## config.mk

```make
export PLATFORM = sky130hd
export DESIGN_NAME = cbc_bond_ctrl
export DESIGN_NICKNAME = d
export VERILOG_FILES = /design/src/core/cbc_pkg.sv /design/src/core/cbc_pin_if.sv /design/src/core/cbc_bond_ctrl.sv /design/src/core/cbc_pin_sync.sv
export SDC_FILE = /design/constraint.sdc
export NUM_CORES = 1
export LEC_CHECK = 0
export BUFFER_PORTS_ARGS = -buffer_cell sky130_fd_sc_hd__buf_4
export CAP_MARGIN = 5
export CORE_MARGIN = 2
export CORE_UTILIZATION = 25
export DETAILED_ROUTE_END_ITERATION = 7
export HOLD_SLACK_MARGIN = 0.05
export PLACE_DENSITY = 0.5
export SYNTH_ARGS = -nofsm -noshare
export SYNTH_HDL_FRONTEND = slang
export SYNTH_SLANG_ARGS = --single-unit
```

## constraint.sdc

```tcl
create_clock -name pclk -period 2.7 [get_ports pclk]
set_input_delay 0.135 -clock pclk [delete_from_list [all_inputs] [get_ports pclk]]
set_output_delay 0.135 -clock pclk [all_outputs]
set_load 0.02 [all_outputs]
```

## src/core/cbc_pkg.sv

```systemverilog
// Shared constants and types for the channel bonding controller
package cbc_pkg;

  // ==========================================================
  // Register map (byte addresses)
  localparam logic [11:0] ADDR_CTRL = 12'h000;
  localparam logic [11:0] ADDR_STATUS = 12'h004;
  localparam logic [11:0] ADDR_INT_STAT = 12'h008;
  localparam logic [11:0] ADDR_INT_CLR = 12'h00c;
  localparam logic [11:0] ADDR_INT_EN = 12'h010;

  // ==========================================================
  // Control fields
  localparam int CTRL_QUAD_BIT = 0;
  localparam int CTRL_REF_CLOCK_BIT = 1;
  localparam logic [1:0] CTRL_RESET = 2'h0;
  localparam logic [3:0] INT_EN_RESET = 4'h0;

  // ==========================================================
  // Status fields
  localparam int STAT_FRAMED_LSB = 0;
  localparam int STAT_SEEN_LSB = 4;
  localparam int STAT_MASTER_BIT = 8;
  localparam int STAT_SLAVE_BIT = 9;
  localparam int STAT_ALL_BIT = 10;
  localparam int STAT_CMD_LSB = 12;
  localparam int STAT_RUN_BIT = 14;

  // ==========================================================
  // Interrupt bits
  localparam int INT_WSYNC = 0;
  localparam int INT_INSERT = 1;
  localparam int INT_DELETE = 2;
  localparam int INT_BONDED = 3;

  // ==========================================================
  // Bonding status codes
  localparam logic [1:0] CODE_WSYNC = 2'h0;
  localparam logic [1:0] CODE_INSERT = 2'h1;
  localparam logic [1:0] CODE_DELETE = 2'h2;
  localparam logic [1:0] CODE_NORMAL = 2'h3;

  // ==========================================================
  // Timing, in pclk cycles
  localparam logic [4:0] SETTLE_CYCLES = 5'h10;

  // ==========================================================
  // Positions of the pin inputs in the synchroniser bank
  localparam int PIN_W = 7;
  localparam int PIN_MASTER_N = 0;
  localparam int PIN_INHIBIT_N = 1;
  localparam int PIN_SEL_LO = 2;
  localparam int PIN_SEL_HI = 3;
  localparam int PIN_BUS_LSB = 4;
  localparam int PIN_ALL = 6;

  typedef enum logic [1:0] {
    ST_HOLD = 2'b00,
    ST_SETTLE = 2'b01,
    ST_RUN = 2'b11
  } cbc_state_t;

endpackage

```

## src/core/cbc_pin_if.sv

```systemverilog
// Carrier between the controller and its pin synchroniser
`timescale 1ns/1ps
interface cbc_pin_if;
  logic [cbc_pkg::PIN_W-1:0] raw;
  logic [cbc_pkg::PIN_W-1:0] synced;
  logic dev_rst_raw_n;
  logic dev_rst_n;
  modport sync_side (input raw, input dev_rst_raw_n, output synced, output dev_rst_n);
  modport core_side (output raw, output dev_rst_raw_n, input synced, input dev_rst_n);
endinterface

```

## src/core/cbc_bond_ctrl.sv

```systemverilog
// Multi-device channel bonding controller with APB registers
// Behaviour
// - Bonding status carries bonding events, timed like receive output data
// - Primary select low makes master driving status; high makes status an input
// - Master broadcasts the elastic buffer status of one receive channel
// - Broadcast channel chosen by the two lead channel select inputs
// - Code 00 means word sync received, code 11 means normal data
// - Code 01 inserts one K28.5 after the next framing character
// - Code 10 deletes the next framing character
// - Status driven only as master, quad bonded, receive on reference clock
// - Primary select ignored unless quad bonded and receive on reference clock
// - All-bonded is wired AND, high only when every channel is framed
// - All-bonded driven only when quad bonded on reference clock
// - Inhibit low blocks offset adjustment until all bonded channels saw sequence
// - Inhibit high lets each channel with the sequence align alone, once the lead channel saw it too
// - Channels bond only in a group holding the lead channel
// - Status lines reach only slave devices, which take master status
// - Device reset holds state and pointers; outputs settle within 16 cycles
`timescale 1ns/1ps
module cbc_bond_ctrl (
  // APB
  input wire logic pclk,
  input wire logic presetn,
  input wire logic psel,
  input wire logic penable,
  input wire logic pwrite,
  input wire logic [11:0] paddr,
  input wire logic [31:0] pwdata,
  output logic [31:0] prdata,
  output logic pready,
  output logic pslverr,
  // Configuration pins
  input wire logic primary_sel_n,
  input wire logic alignment_inhibit_n,
  input wire logic lead_channel_sel_lo,
  input wire logic lead_channel_sel_hi,
  input wire logic test_and_device_reset_n,
  // Bonding status bus, open drain
  input wire logic [1:0] bond_status_bus_in,
  output logic [1:0] bond_status_bus_out,
  output logic [1:0] bond_status_bus_oe,
  // All-bonded indicator, open drain
  input wire logic bond_all_in,
  output logic bond_all_out,
  output logic bond_all_oe,
  // Receive channels
  input wire logic [7:0] chan_eb_status,
  input wire logic [3:0] chan_framed,
  input wire logic [3:0] chan_bond_seen,
  output logic [3:0] chan_offset_adjust_en,
  output logic [1:0] chan_eb_cmd,
  output logic chan_eb_ptr_init,
  // Interrupt
  output logic irq
);

  typedef struct packed {
    cbc_pkg::cbc_state_t state;
    logic [4:0] settle_cnt;
    logic [1:0] ctrl;
    logic [3:0] int_stat;
    logic [3:0] int_en;
    logic [1:0] bus_oe;
    logic all_oe;
    logic [3:0] adjust_en;
    logic [1:0] eb_cmd;
    logic eb_ptr_init;
    logic all_bonded;
    logic irq;
    logic [31:0] prdata;
    logic pready;
    logic pslverr;
  } cbc_state_vec_t;

  cbc_state_vec_t st_reg;
  cbc_state_vec_t st_next;

  cbc_pin_if pins ();

  // ==========================================================
  // Pin synchronisers
  assign pins.raw = {bond_all_in, bond_status_bus_in, lead_channel_sel_hi,
                     lead_channel_sel_lo, alignment_inhibit_n, primary_sel_n};
  assign pins.dev_rst_raw_n = test_and_device_reset_n;

  cbc_pin_sync u_sync (
    .pclk(pclk),
    .presetn(presetn),
    .pins(pins)
  );

  function automatic logic [1:0] pick_code(input logic [7:0] codes, input logic [1:0] idx);
    pick_code = codes[{idx, 1'b0} +: 2];
  endfunction

  function automatic logic is_addr(input logic [11:0] a, input logic [11:0] ref_a);
    is_addr = (a == ref_a);
  endfunction

  // ==========================================================
  // Decoded configuration
  logic [1:0] lead;
  logic cfg_ok;
  logic is_master;
  logic is_slave;
  logic [1:0] master_code;
  logic [1:0] bus_in;
  logic [3:0] group;
  logic group_seen;
  logic all_framed;
  logic run;

  assign lead = {pins.synced[cbc_pkg::PIN_SEL_HI], pins.synced[cbc_pkg::PIN_SEL_LO]};
  assign cfg_ok = st_reg.ctrl[cbc_pkg::CTRL_QUAD_BIT] & st_reg.ctrl[cbc_pkg::CTRL_REF_CLOCK_BIT];
  assign is_master = cfg_ok & ~pins.synced[cbc_pkg::PIN_MASTER_N];
  assign is_slave = cfg_ok & pins.synced[cbc_pkg::PIN_MASTER_N];
  assign master_code = pick_code(chan_eb_status, lead);
  assign bus_in = pins.synced[cbc_pkg::PIN_BUS_LSB +: 2];
  assign group = st_reg.ctrl[cbc_pkg::CTRL_QUAD_BIT] ? 4'hf : (4'h1 << lead);
  assign group_seen = &(chan_bond_seen | ~group);
  assign all_framed = &chan_framed;
  assign run = (st_reg.state == cbc_pkg::ST_RUN);

  // ==========================================================
  // Next state
  logic [1:0] cmd;
  logic bonded_now;
  logic setup;
  logic access;
  logic mapped;

  always_comb begin
    st_next = st_reg;
    cmd = cbc_pkg::CODE_NORMAL;
    bonded_now = 1'b0;
    setup = psel & ~penable;
    access = psel & penable & st_reg.pready;
    mapped = is_addr(paddr, cbc_pkg::ADDR_CTRL) || is_addr(paddr, cbc_pkg::ADDR_STATUS) ||
             is_addr(paddr, cbc_pkg::ADDR_INT_STAT) || is_addr(paddr, cbc_pkg::ADDR_INT_CLR) ||
             is_addr(paddr, cbc_pkg::ADDR_INT_EN);

    case (st_reg.state)
      cbc_pkg::ST_HOLD: begin
        st_next.settle_cnt = 5'h00;
        if (pins.dev_rst_n) begin
          st_next.state = cbc_pkg::ST_SETTLE;
        end
      end
      cbc_pkg::ST_SETTLE: begin
        if (st_reg.settle_cnt == cbc_pkg::SETTLE_CYCLES - 5'h01) begin
          st_next.state = cbc_pkg::ST_RUN;
        end else begin
          st_next.settle_cnt = st_reg.settle_cnt + 5'h01;
        end
      end
      cbc_pkg::ST_RUN: begin
        st_next.settle_cnt = 5'h00;
      end
      default: begin
        st_next.state = cbc_pkg::ST_HOLD;
      end
    endcase
    if (!pins.dev_rst_n) begin
      st_next.state = cbc_pkg::ST_HOLD;
    end
    st_next.eb_ptr_init = !pins.dev_rst_n || (st_reg.state == cbc_pkg::ST_HOLD);

    if (run) begin
      // slave follows the bus, master its lead channel
      if (is_master) begin
        cmd = master_code;
      end else if (is_slave) begin
        cmd = bus_in;
      end
      // global level is the wired AND when bonded
      bonded_now = cfg_ok ? (pins.synced[cbc_pkg::PIN_ALL] & all_framed) : all_framed;
    end

    st_next.eb_cmd = cmd;
    // drive only as master; open drain pulls zeros low
    st_next.bus_oe = (run && is_master) ? ~master_code : 2'h0;
    // drive only when bonded on reference clock
    st_next.all_oe = run & cfg_ok & ~all_framed;
    st_next.all_bonded = bonded_now;

    // inhibit low holds every channel back until the whole group saw the sequence
    if (!run) begin
      st_next.adjust_en = 4'h0;
    end else if (!pins.synced[cbc_pkg::PIN_INHIBIT_N]) begin
      st_next.adjust_en = group_seen ? group : 4'h0;
    end else begin
      st_next.adjust_en = chan_bond_seen & group & {4{chan_bond_seen[lead]}};
    end

    // APB slave: one wait-free access phase
    st_next.pready = setup;
    if (setup) begin
      st_next.pslverr = ~mapped;
      st_next.prdata = 32'h0000_0000;
      if (!pwrite) begin
        if (is_addr(paddr, cbc_pkg::ADDR_CTRL)) begin
          st_next.prdata[1:0] = st_reg.ctrl;
        end else if (is_addr(paddr, cbc_pkg::ADDR_STATUS)) begin
          st_next.prdata[cbc_pkg::STAT_FRAMED_LSB +: 4] = chan_framed;
          st_next.prdata[cbc_pkg::STAT_SEEN_LSB +: 4] = chan_bond_seen;
          st_next.prdata[cbc_pkg::STAT_MASTER_BIT] = is_master;
          st_next.prdata[cbc_pkg::STAT_SLAVE_BIT] = is_slave;
          st_next.prdata[cbc_pkg::STAT_ALL_BIT] = st_reg.all_bonded;
          st_next.prdata[cbc_pkg::STAT_CMD_LSB +: 2] = st_reg.eb_cmd;
          st_next.prdata[cbc_pkg::STAT_RUN_BIT] = run;
        end else if (is_addr(paddr, cbc_pkg::ADDR_INT_STAT)) begin
          st_next.prdata[3:0] = st_reg.int_stat;
        end else if (is_addr(paddr, cbc_pkg::ADDR_INT_EN)) begin
          st_next.prdata[3:0] = st_reg.int_en;
        end
      end
    end else if (access) begin
      st_next.pready = 1'b0;
      st_next.pslverr = 1'b0;
    end

    if (access && pwrite) begin
      if (is_addr(paddr, cbc_pkg::ADDR_CTRL)) begin
        st_next.ctrl = pwdata[1:0];
      end
      if (is_addr(paddr, cbc_pkg::ADDR_INT_EN)) begin
        st_next.int_en = pwdata[3:0];
      end
      if (is_addr(paddr, cbc_pkg::ADDR_INT_CLR)) begin
        st_next.int_stat = st_reg.int_stat & ~pwdata[3:0];
      end
    end

    // Events set after the clear so a same-cycle event survives
    if (run && (is_master || is_slave)) begin
      if (cmd == cbc_pkg::CODE_WSYNC) begin
        st_next.int_stat[cbc_pkg::INT_WSYNC] = 1'b1;
      end
      if (cmd == cbc_pkg::CODE_INSERT) begin
        st_next.int_stat[cbc_pkg::INT_INSERT] = 1'b1;
      end
      if (cmd == cbc_pkg::CODE_DELETE) begin
        st_next.int_stat[cbc_pkg::INT_DELETE] = 1'b1;
      end
    end
    if (bonded_now && !st_reg.all_bonded) begin
      st_next.int_stat[cbc_pkg::INT_BONDED] = 1'b1;
    end
    st_next.irq = |(st_next.int_stat & st_next.int_en);
  end

  always_ff @(posedge pclk or negedge presetn) begin
    if (!presetn) begin
      st_reg <= '{state: cbc_pkg::ST_HOLD, settle_cnt: 5'h00, ctrl: cbc_pkg::CTRL_RESET,
                  int_stat: 4'h0, int_en: cbc_pkg::INT_EN_RESET, bus_oe: 2'h0,
                  all_oe: 1'b0, adjust_en: 4'h0, eb_cmd: cbc_pkg::CODE_NORMAL,
                  eb_ptr_init: 1'b1, all_bonded: 1'b0, irq: 1'b0,
                  prdata: 32'h0000_0000, pready: 1'b0, pslverr: 1'b0};
    end else begin
      st_reg <= st_next;
    end
  end

  // ==========================================================
  // Outputs
  assign prdata = st_reg.prdata;
  assign pready = st_reg.pready;
  assign pslverr = st_reg.pslverr;
  assign bond_status_bus_out = 2'h0;
  assign bond_status_bus_oe = st_reg.bus_oe;
  assign bond_all_out = 1'b0;
  assign bond_all_oe = st_reg.all_oe;
  assign chan_offset_adjust_en = st_reg.adjust_en;
  assign chan_eb_cmd = st_reg.eb_cmd;
  assign chan_eb_ptr_init = st_reg.eb_ptr_init;
  assign irq = st_reg.irq;

  // ==========================================================
  // Assertions
  a_status_oe_gate: assert property (@(posedge pclk) disable iff (!presetn)
    (bond_status_bus_oe != 2'h0) |-> $past(is_master && run))
    else $error("status bus driven while not an active master");

  a_status_lead_code: assert property (@(posedge pclk) disable iff (!presetn)
    $past(is_master && run) |-> (bond_status_bus_oe == ~$past(master_code)))
    else $error("status bus does not carry lead channel code");

  a_bondall_gate: assert property (@(posedge pclk) disable iff (!presetn)
    bond_all_oe |-> $past(cfg_ok))
    else $error("all-bonded driven without quad bonding");

  a_bondall_level: assert property (@(posedge pclk) disable iff (!presetn)
    $past(cfg_ok && run) |-> (bond_all_oe == !$past(all_framed)))
    else $error("all-bonded pull does not follow framing");

  a_inhibit_block: assert property (@(posedge pclk) disable iff (!presetn)
    $past(!pins.synced[cbc_pkg::PIN_INHIBIT_N] && !group_seen) |->
      (chan_offset_adjust_en == 4'h0))
    else $error("offset adjusted before all bonded channels saw sequence");

  a_lead_member: assert property (@(posedge pclk) disable iff (!presetn)
    (chan_offset_adjust_en != 4'h0) |-> $past(chan_bond_seen[lead]))
    else $error("adjustment without lead channel in group");

  a_slave_follow: assert property (@(posedge pclk) disable iff (!presetn)
    $past(is_slave && run) |-> (chan_eb_cmd == $past(bus_in)))
    else $error("slave command not taken from status bus");

  a_reset_settle: assert property (@(posedge pclk) disable iff (!presetn)
    $fell(st_reg.state == cbc_pkg::ST_HOLD) |->
      ##16 (st_reg.state == cbc_pkg::ST_RUN || st_reg.state == cbc_pkg::ST_HOLD))
    else $error("settle window not sixteen cycles");

  a_wsync_sticky: assert property (@(posedge pclk) disable iff (!presetn)
    $past(run && is_master && master_code == cbc_pkg::CODE_WSYNC) |->
      st_reg.int_stat[cbc_pkg::INT_WSYNC])
    else $error("word sync event lost");

  a_cmd_with_bus: assert property (@(posedge pclk) disable iff (!presetn)
    $past(is_master && run) |-> (bond_status_bus_oe == ~chan_eb_cmd))
    else $error("status bus and local command out of step");

  a_slave_quiet: assert property (@(posedge pclk) disable iff (!presetn)
    $past(is_slave) |-> (bond_status_bus_oe == 2'h0))
    else $error("status bus driven while listening");

  a_inhibit_free: assert property (@(posedge pclk) disable iff (!presetn)
    $past(run && pins.synced[cbc_pkg::PIN_INHIBIT_N]) |->
      ((chan_offset_adjust_en & ~$past(chan_bond_seen)) == 4'h0))
    else $error("channel adjusted without bonding sequence");

  a_ptr_hold: assert property (@(posedge pclk) disable iff (!presetn)
    $past(!pins.dev_rst_n) |-> chan_eb_ptr_init)
    else $error("pointers released during device reset");

endmodule

```

## src/core/cbc_pin_sync.sv

```systemverilog
// Two-stage synchroniser for the asynchronous pins
`timescale 1ns/1ps
module cbc_pin_sync (
  // Clock and reset
  input wire logic pclk,
  input wire logic presetn,
  // Pins
  cbc_pin_if.sync_side pins
);

  typedef struct packed {
    logic [cbc_pkg::PIN_W:0] first;
    logic [cbc_pkg::PIN_W:0] second;
  } cbc_sync_state_t;

  cbc_sync_state_t s_reg;
  cbc_sync_state_t s_next;

  // ==========================================================
  // Stage one feeds stage two only
  always_comb begin
    s_next = s_reg;
    s_next.first = {pins.dev_rst_raw_n, pins.raw};
    s_next.second = s_reg.first;
  end

  always_ff @(posedge pclk or negedge presetn) begin
    if (!presetn) begin
      s_reg <= '0;
    end else begin
      s_reg <= s_next;
    end
  end

  assign pins.synced = s_reg.second[cbc_pkg::PIN_W-1:0];
  assign pins.dev_rst_n = s_reg.second[cbc_pkg::PIN_W];

endmodule

```

==> flow_summary.ini <==
[floorplan]
start_util = 0.255
rows = 40
design.die.area_sq_um = 13100
chipWidth_um = 115
core-area_sq_um = 12000
ios = 121
die_height_um = 115

[route]
vias_per_cell = 4.48
wire_per_inst_um = 13.4
ant_nets = 0
firstDrtPassIters = 4
wl_um = 6670
drt-initial-drc-count = 66
drc = 0
vias = 2232

[pwr]
p_switching_w = 0.000644
p_leak_nw = 1.83
pwr-share-seq = 0.390
power_frac_comb = 0.138
power_density_nw_per_um2 = 653
swShare = 0.251
clkPwrFrac = 0.471
vdd_drop_max_mv = 0.253
internal_power_w = 0.00192

[worst_hold_path]
hold_depth = 2
holdCritPathClass = input port to flop
hold_end = prdata[4]$_DFFE_PN0P_
min-delay-start = chan_bond_seen[0]

[critical_path]
path_cells = mux4_2 > or3_1 > a21oi_1 > o22ai_1 > o2111ai_1
required_ns = 2.93
max_stage_delay_ns = 0.61
r2r_end = irq$_DFF_PN0_
crit_slowest_cell = mux4_2
worstSetupStartpointType = flop
r2r_cells = 5
rrSetupSlack_ns = 0.64
setup.worst_path.class = flop to flop
crit_arrival_ns = 2.30
cp-end-kind = flop
reg2reg_from = u_sync.pins.synced[2]$_DFF_PN0_
crit_path_max_fanout = 9

[clock_network]
cts_buffers = 9
cts_max_path_buffers = 2
cts_setup_buffers = 0
ctsResizeCount = 0
cts.sinks = 61
root_buffer = clkbuf_16
htree_num_levels = 3
cts.clk_slew.worst_paths_ns = 0.05
cts_tree = done
hold_buffers = 11
clkLatencyLatePin_ns = 0.33

[sta]
worst_pin_slew_ns = 0.782
fin_crit_sh = 0.765
skew_ns = 0.00658
max_freq_mhz = 484
hold_violations = 0
max_slew_margin = 0.479
setup_viol = 0
fin_crit_ns = 2.06
rsz0062_at_grt = false
fin_tns_setup_ns = 0
drv_slew = 0

[synthesis]
syn_area_sq_um = 3050
ys_warn_count = 0
synth_xor_area_frac = 0
synth_top_family_by_area = compound AO/OA/AOI/OAI gates
netlist_instances = 284
synth_area_per_cell_sq_um = 10.7
synth_fa_ha_area_frac = 0.0246
synth_edf_count = 0
ys.flop_type = dfrtp_1
synth_cell_types = 51
synthSimpleGateAreaFrac = 0.148
ys_ff_latch = 61
seq_area_frac_synth = 0.501
synth-compound-area-share = 0.155
synthMuxAreaShare = 0.0357
async_reset_ff_frac = 1.00

[placed_design]
post-dp-hpwl_um = 4850
dpl.cell_count = 471
io_buffers = 71
place.gp.congestion = 0.734

[outcome]
status = finished, final reports clean

[final_layout]
fin_cells = 498
layout.nets = 425
drive_above_1_share = 0.293
largest_register_ffs = 18
area_delta_synth_final_pct = 28.5
antenna_cells = 0

[global_route]
grt_max_degree = 62
grt.total_usage = 0.108
first_global_vias = 2202
antenna_found_initial = 0
grt_pass1_wl_um = 11000
grt_overflow_total = 0

[run]
maxCapViolCount = 0
[Yosys cell counts (all sizes together) (2+ instances only)]
cell	number	area (sq um)
a211oi	3	22.5
a21boi	3	22.5
a21oi	5	25.0
a221oi	2	17.5
a22o	9	78.8
a22oi	4	30.0
a32o	3	30.0
a32oi	3	26.3
and3	4	25.0
and4	2	17.5
buf	48	347
clkbuf	6	23.8
dfrtp	58	1450
dfstp	3	78.8
ha	6	75.1
inv	11	41.3
mux2	3	33.8
mux2i	3	30.0
mux4	2	45.0
nand2	19	71.3
nand2b	10	62.6
nand3	4	20.0
nand4	6	37.5
nor2	10	37.5
nor2b	6	37.5
nor4	2	27.5
o211a	2	20.0
o21a	3	22.5
o21ai	13	65.1
o21bai	3	22.5
o22ai	4	25.0
o31ai	2	15.0
or2	7	43.8
or3	3	18.8
or4	2	18.8
[layout make-up]
class                      count  area [sq um]
fill                        1204          8040
sequential                    61          1530
multi-input combinational    178          1190
timing repair buffer          85           666
clock buffer                  10           229
tap                          147           184
clock inverter                 6          87.6
inverter                      11          41.3
[routing by layer]
layer | up-vias | wire [um] | share of wire | GRT usage
met5 | - | 0 | 0 | 0
met4 | 0 | 83 | 0.012 | 0.0366
met3 | 9 | 344 | 0.052 | 0.0376
met2 | 67 | 3190 | 0.48 | 0.167
met1 | 1081 | 3050 | 0.46 | 0.140
li1 | 1075 | - | - | -
[stage by stage]
stage	hold slack (ns)	cell area, sq um	utilization	total power, W	setup WS (ns)
2_1_floorplan	-0.161	3130	-	0.00125	0.774
3_3_place_gp	0.245	3500	0.292	0.00135	0.547
3_5_place_dp	0.246	3500	0.292	0.00136	0.545
4_1_cts	0.0524	3920	0.328	0.00261	0.614
5_1_grt	0.0525	3920	0.328	0.00269	0.524
6_report	0.0611	3920	0.328	0.00256	0.635
[kinds of logic after synthesis]
kind of cell	after synthesis
adders and majority gates	6
DFF	61
AOI/OAI and AO/OA	64
buffers and inverters	65
other	1
muxes	8
and+or+nand+nor	79
[power groups by stage]
stage | clock [W] | combinational (W) | sequential, W
2_1_floorplan | 0 | 0.000234 | 0.00101
3_3_place_gp | 0 | 0.000339 | 0.00101
3_5_place_dp | 0 | 0.000344 | 0.00101
4_1_cts | 0.00125 | 0.000358 | 0.00100
5_1_grt | 0.00129 | 0.000399 | 0.00101
6_report | 0.00121 | 0.000354 | 0.00100
[layout by cell type (no fill, tap or decap), types with 4 or more instances in the layout]
cell type,Yosys,layout
buf_4,43,74
dfrtp_1,58,58
conb_1,1,21
nand2_1,19,19
o21ai_0,13,13
inv_1,11,11
dlygate4sd3_1,0,11
nor2_1,10,10
nand2b_1,10,10
a22o_1,9,9
clkbuf_16,0,9
nor2b_1,6,6
nand4_1,6,6
ha_1,6,6
a21oi_1,5,5
and3_1,4,4
or2_1,4,4
nand3_1,4,4
o22ai_1,4,4
a22oi_1,4,4
[critical path: cells and delay by family, from the launching register on]
family          cells  cell delay, ns
mux                 1            0.61
flops               1            0.52
compound gates      3            0.47
simple gates        1            0.36
[worst max path at each step]
| stage | startpoint | slack (ns) | endpoint |
|---|---|---|---|
| 2_1_floorplan | u_sync.pins.synced[2]$_DFF_PN0_ | 0.77 | irq$_DFF_PN0_ |
| 3_3_place_gp | paddr[9] | 0.55 | irq$_DFF_PN0_ |
| 3_5_place_dp | paddr[9] | 0.55 | irq$_DFF_PN0_ |
| 4_1_cts | u_sync.pins.synced[2]$_DFF_PN0_ | 0.61 | irq$_DFF_PN0_ |
| 5_1_grt | u_sync.pins.synced[2]$_DFF_PN0_ | 0.52 | irq$_DFF_PN0_ |
| 6_report | u_sync.pins.synced[2]$_DFF_PN0_ | 0.64 | irq$_DFF_PN0_ |
(Power assumes the default switching activity.)
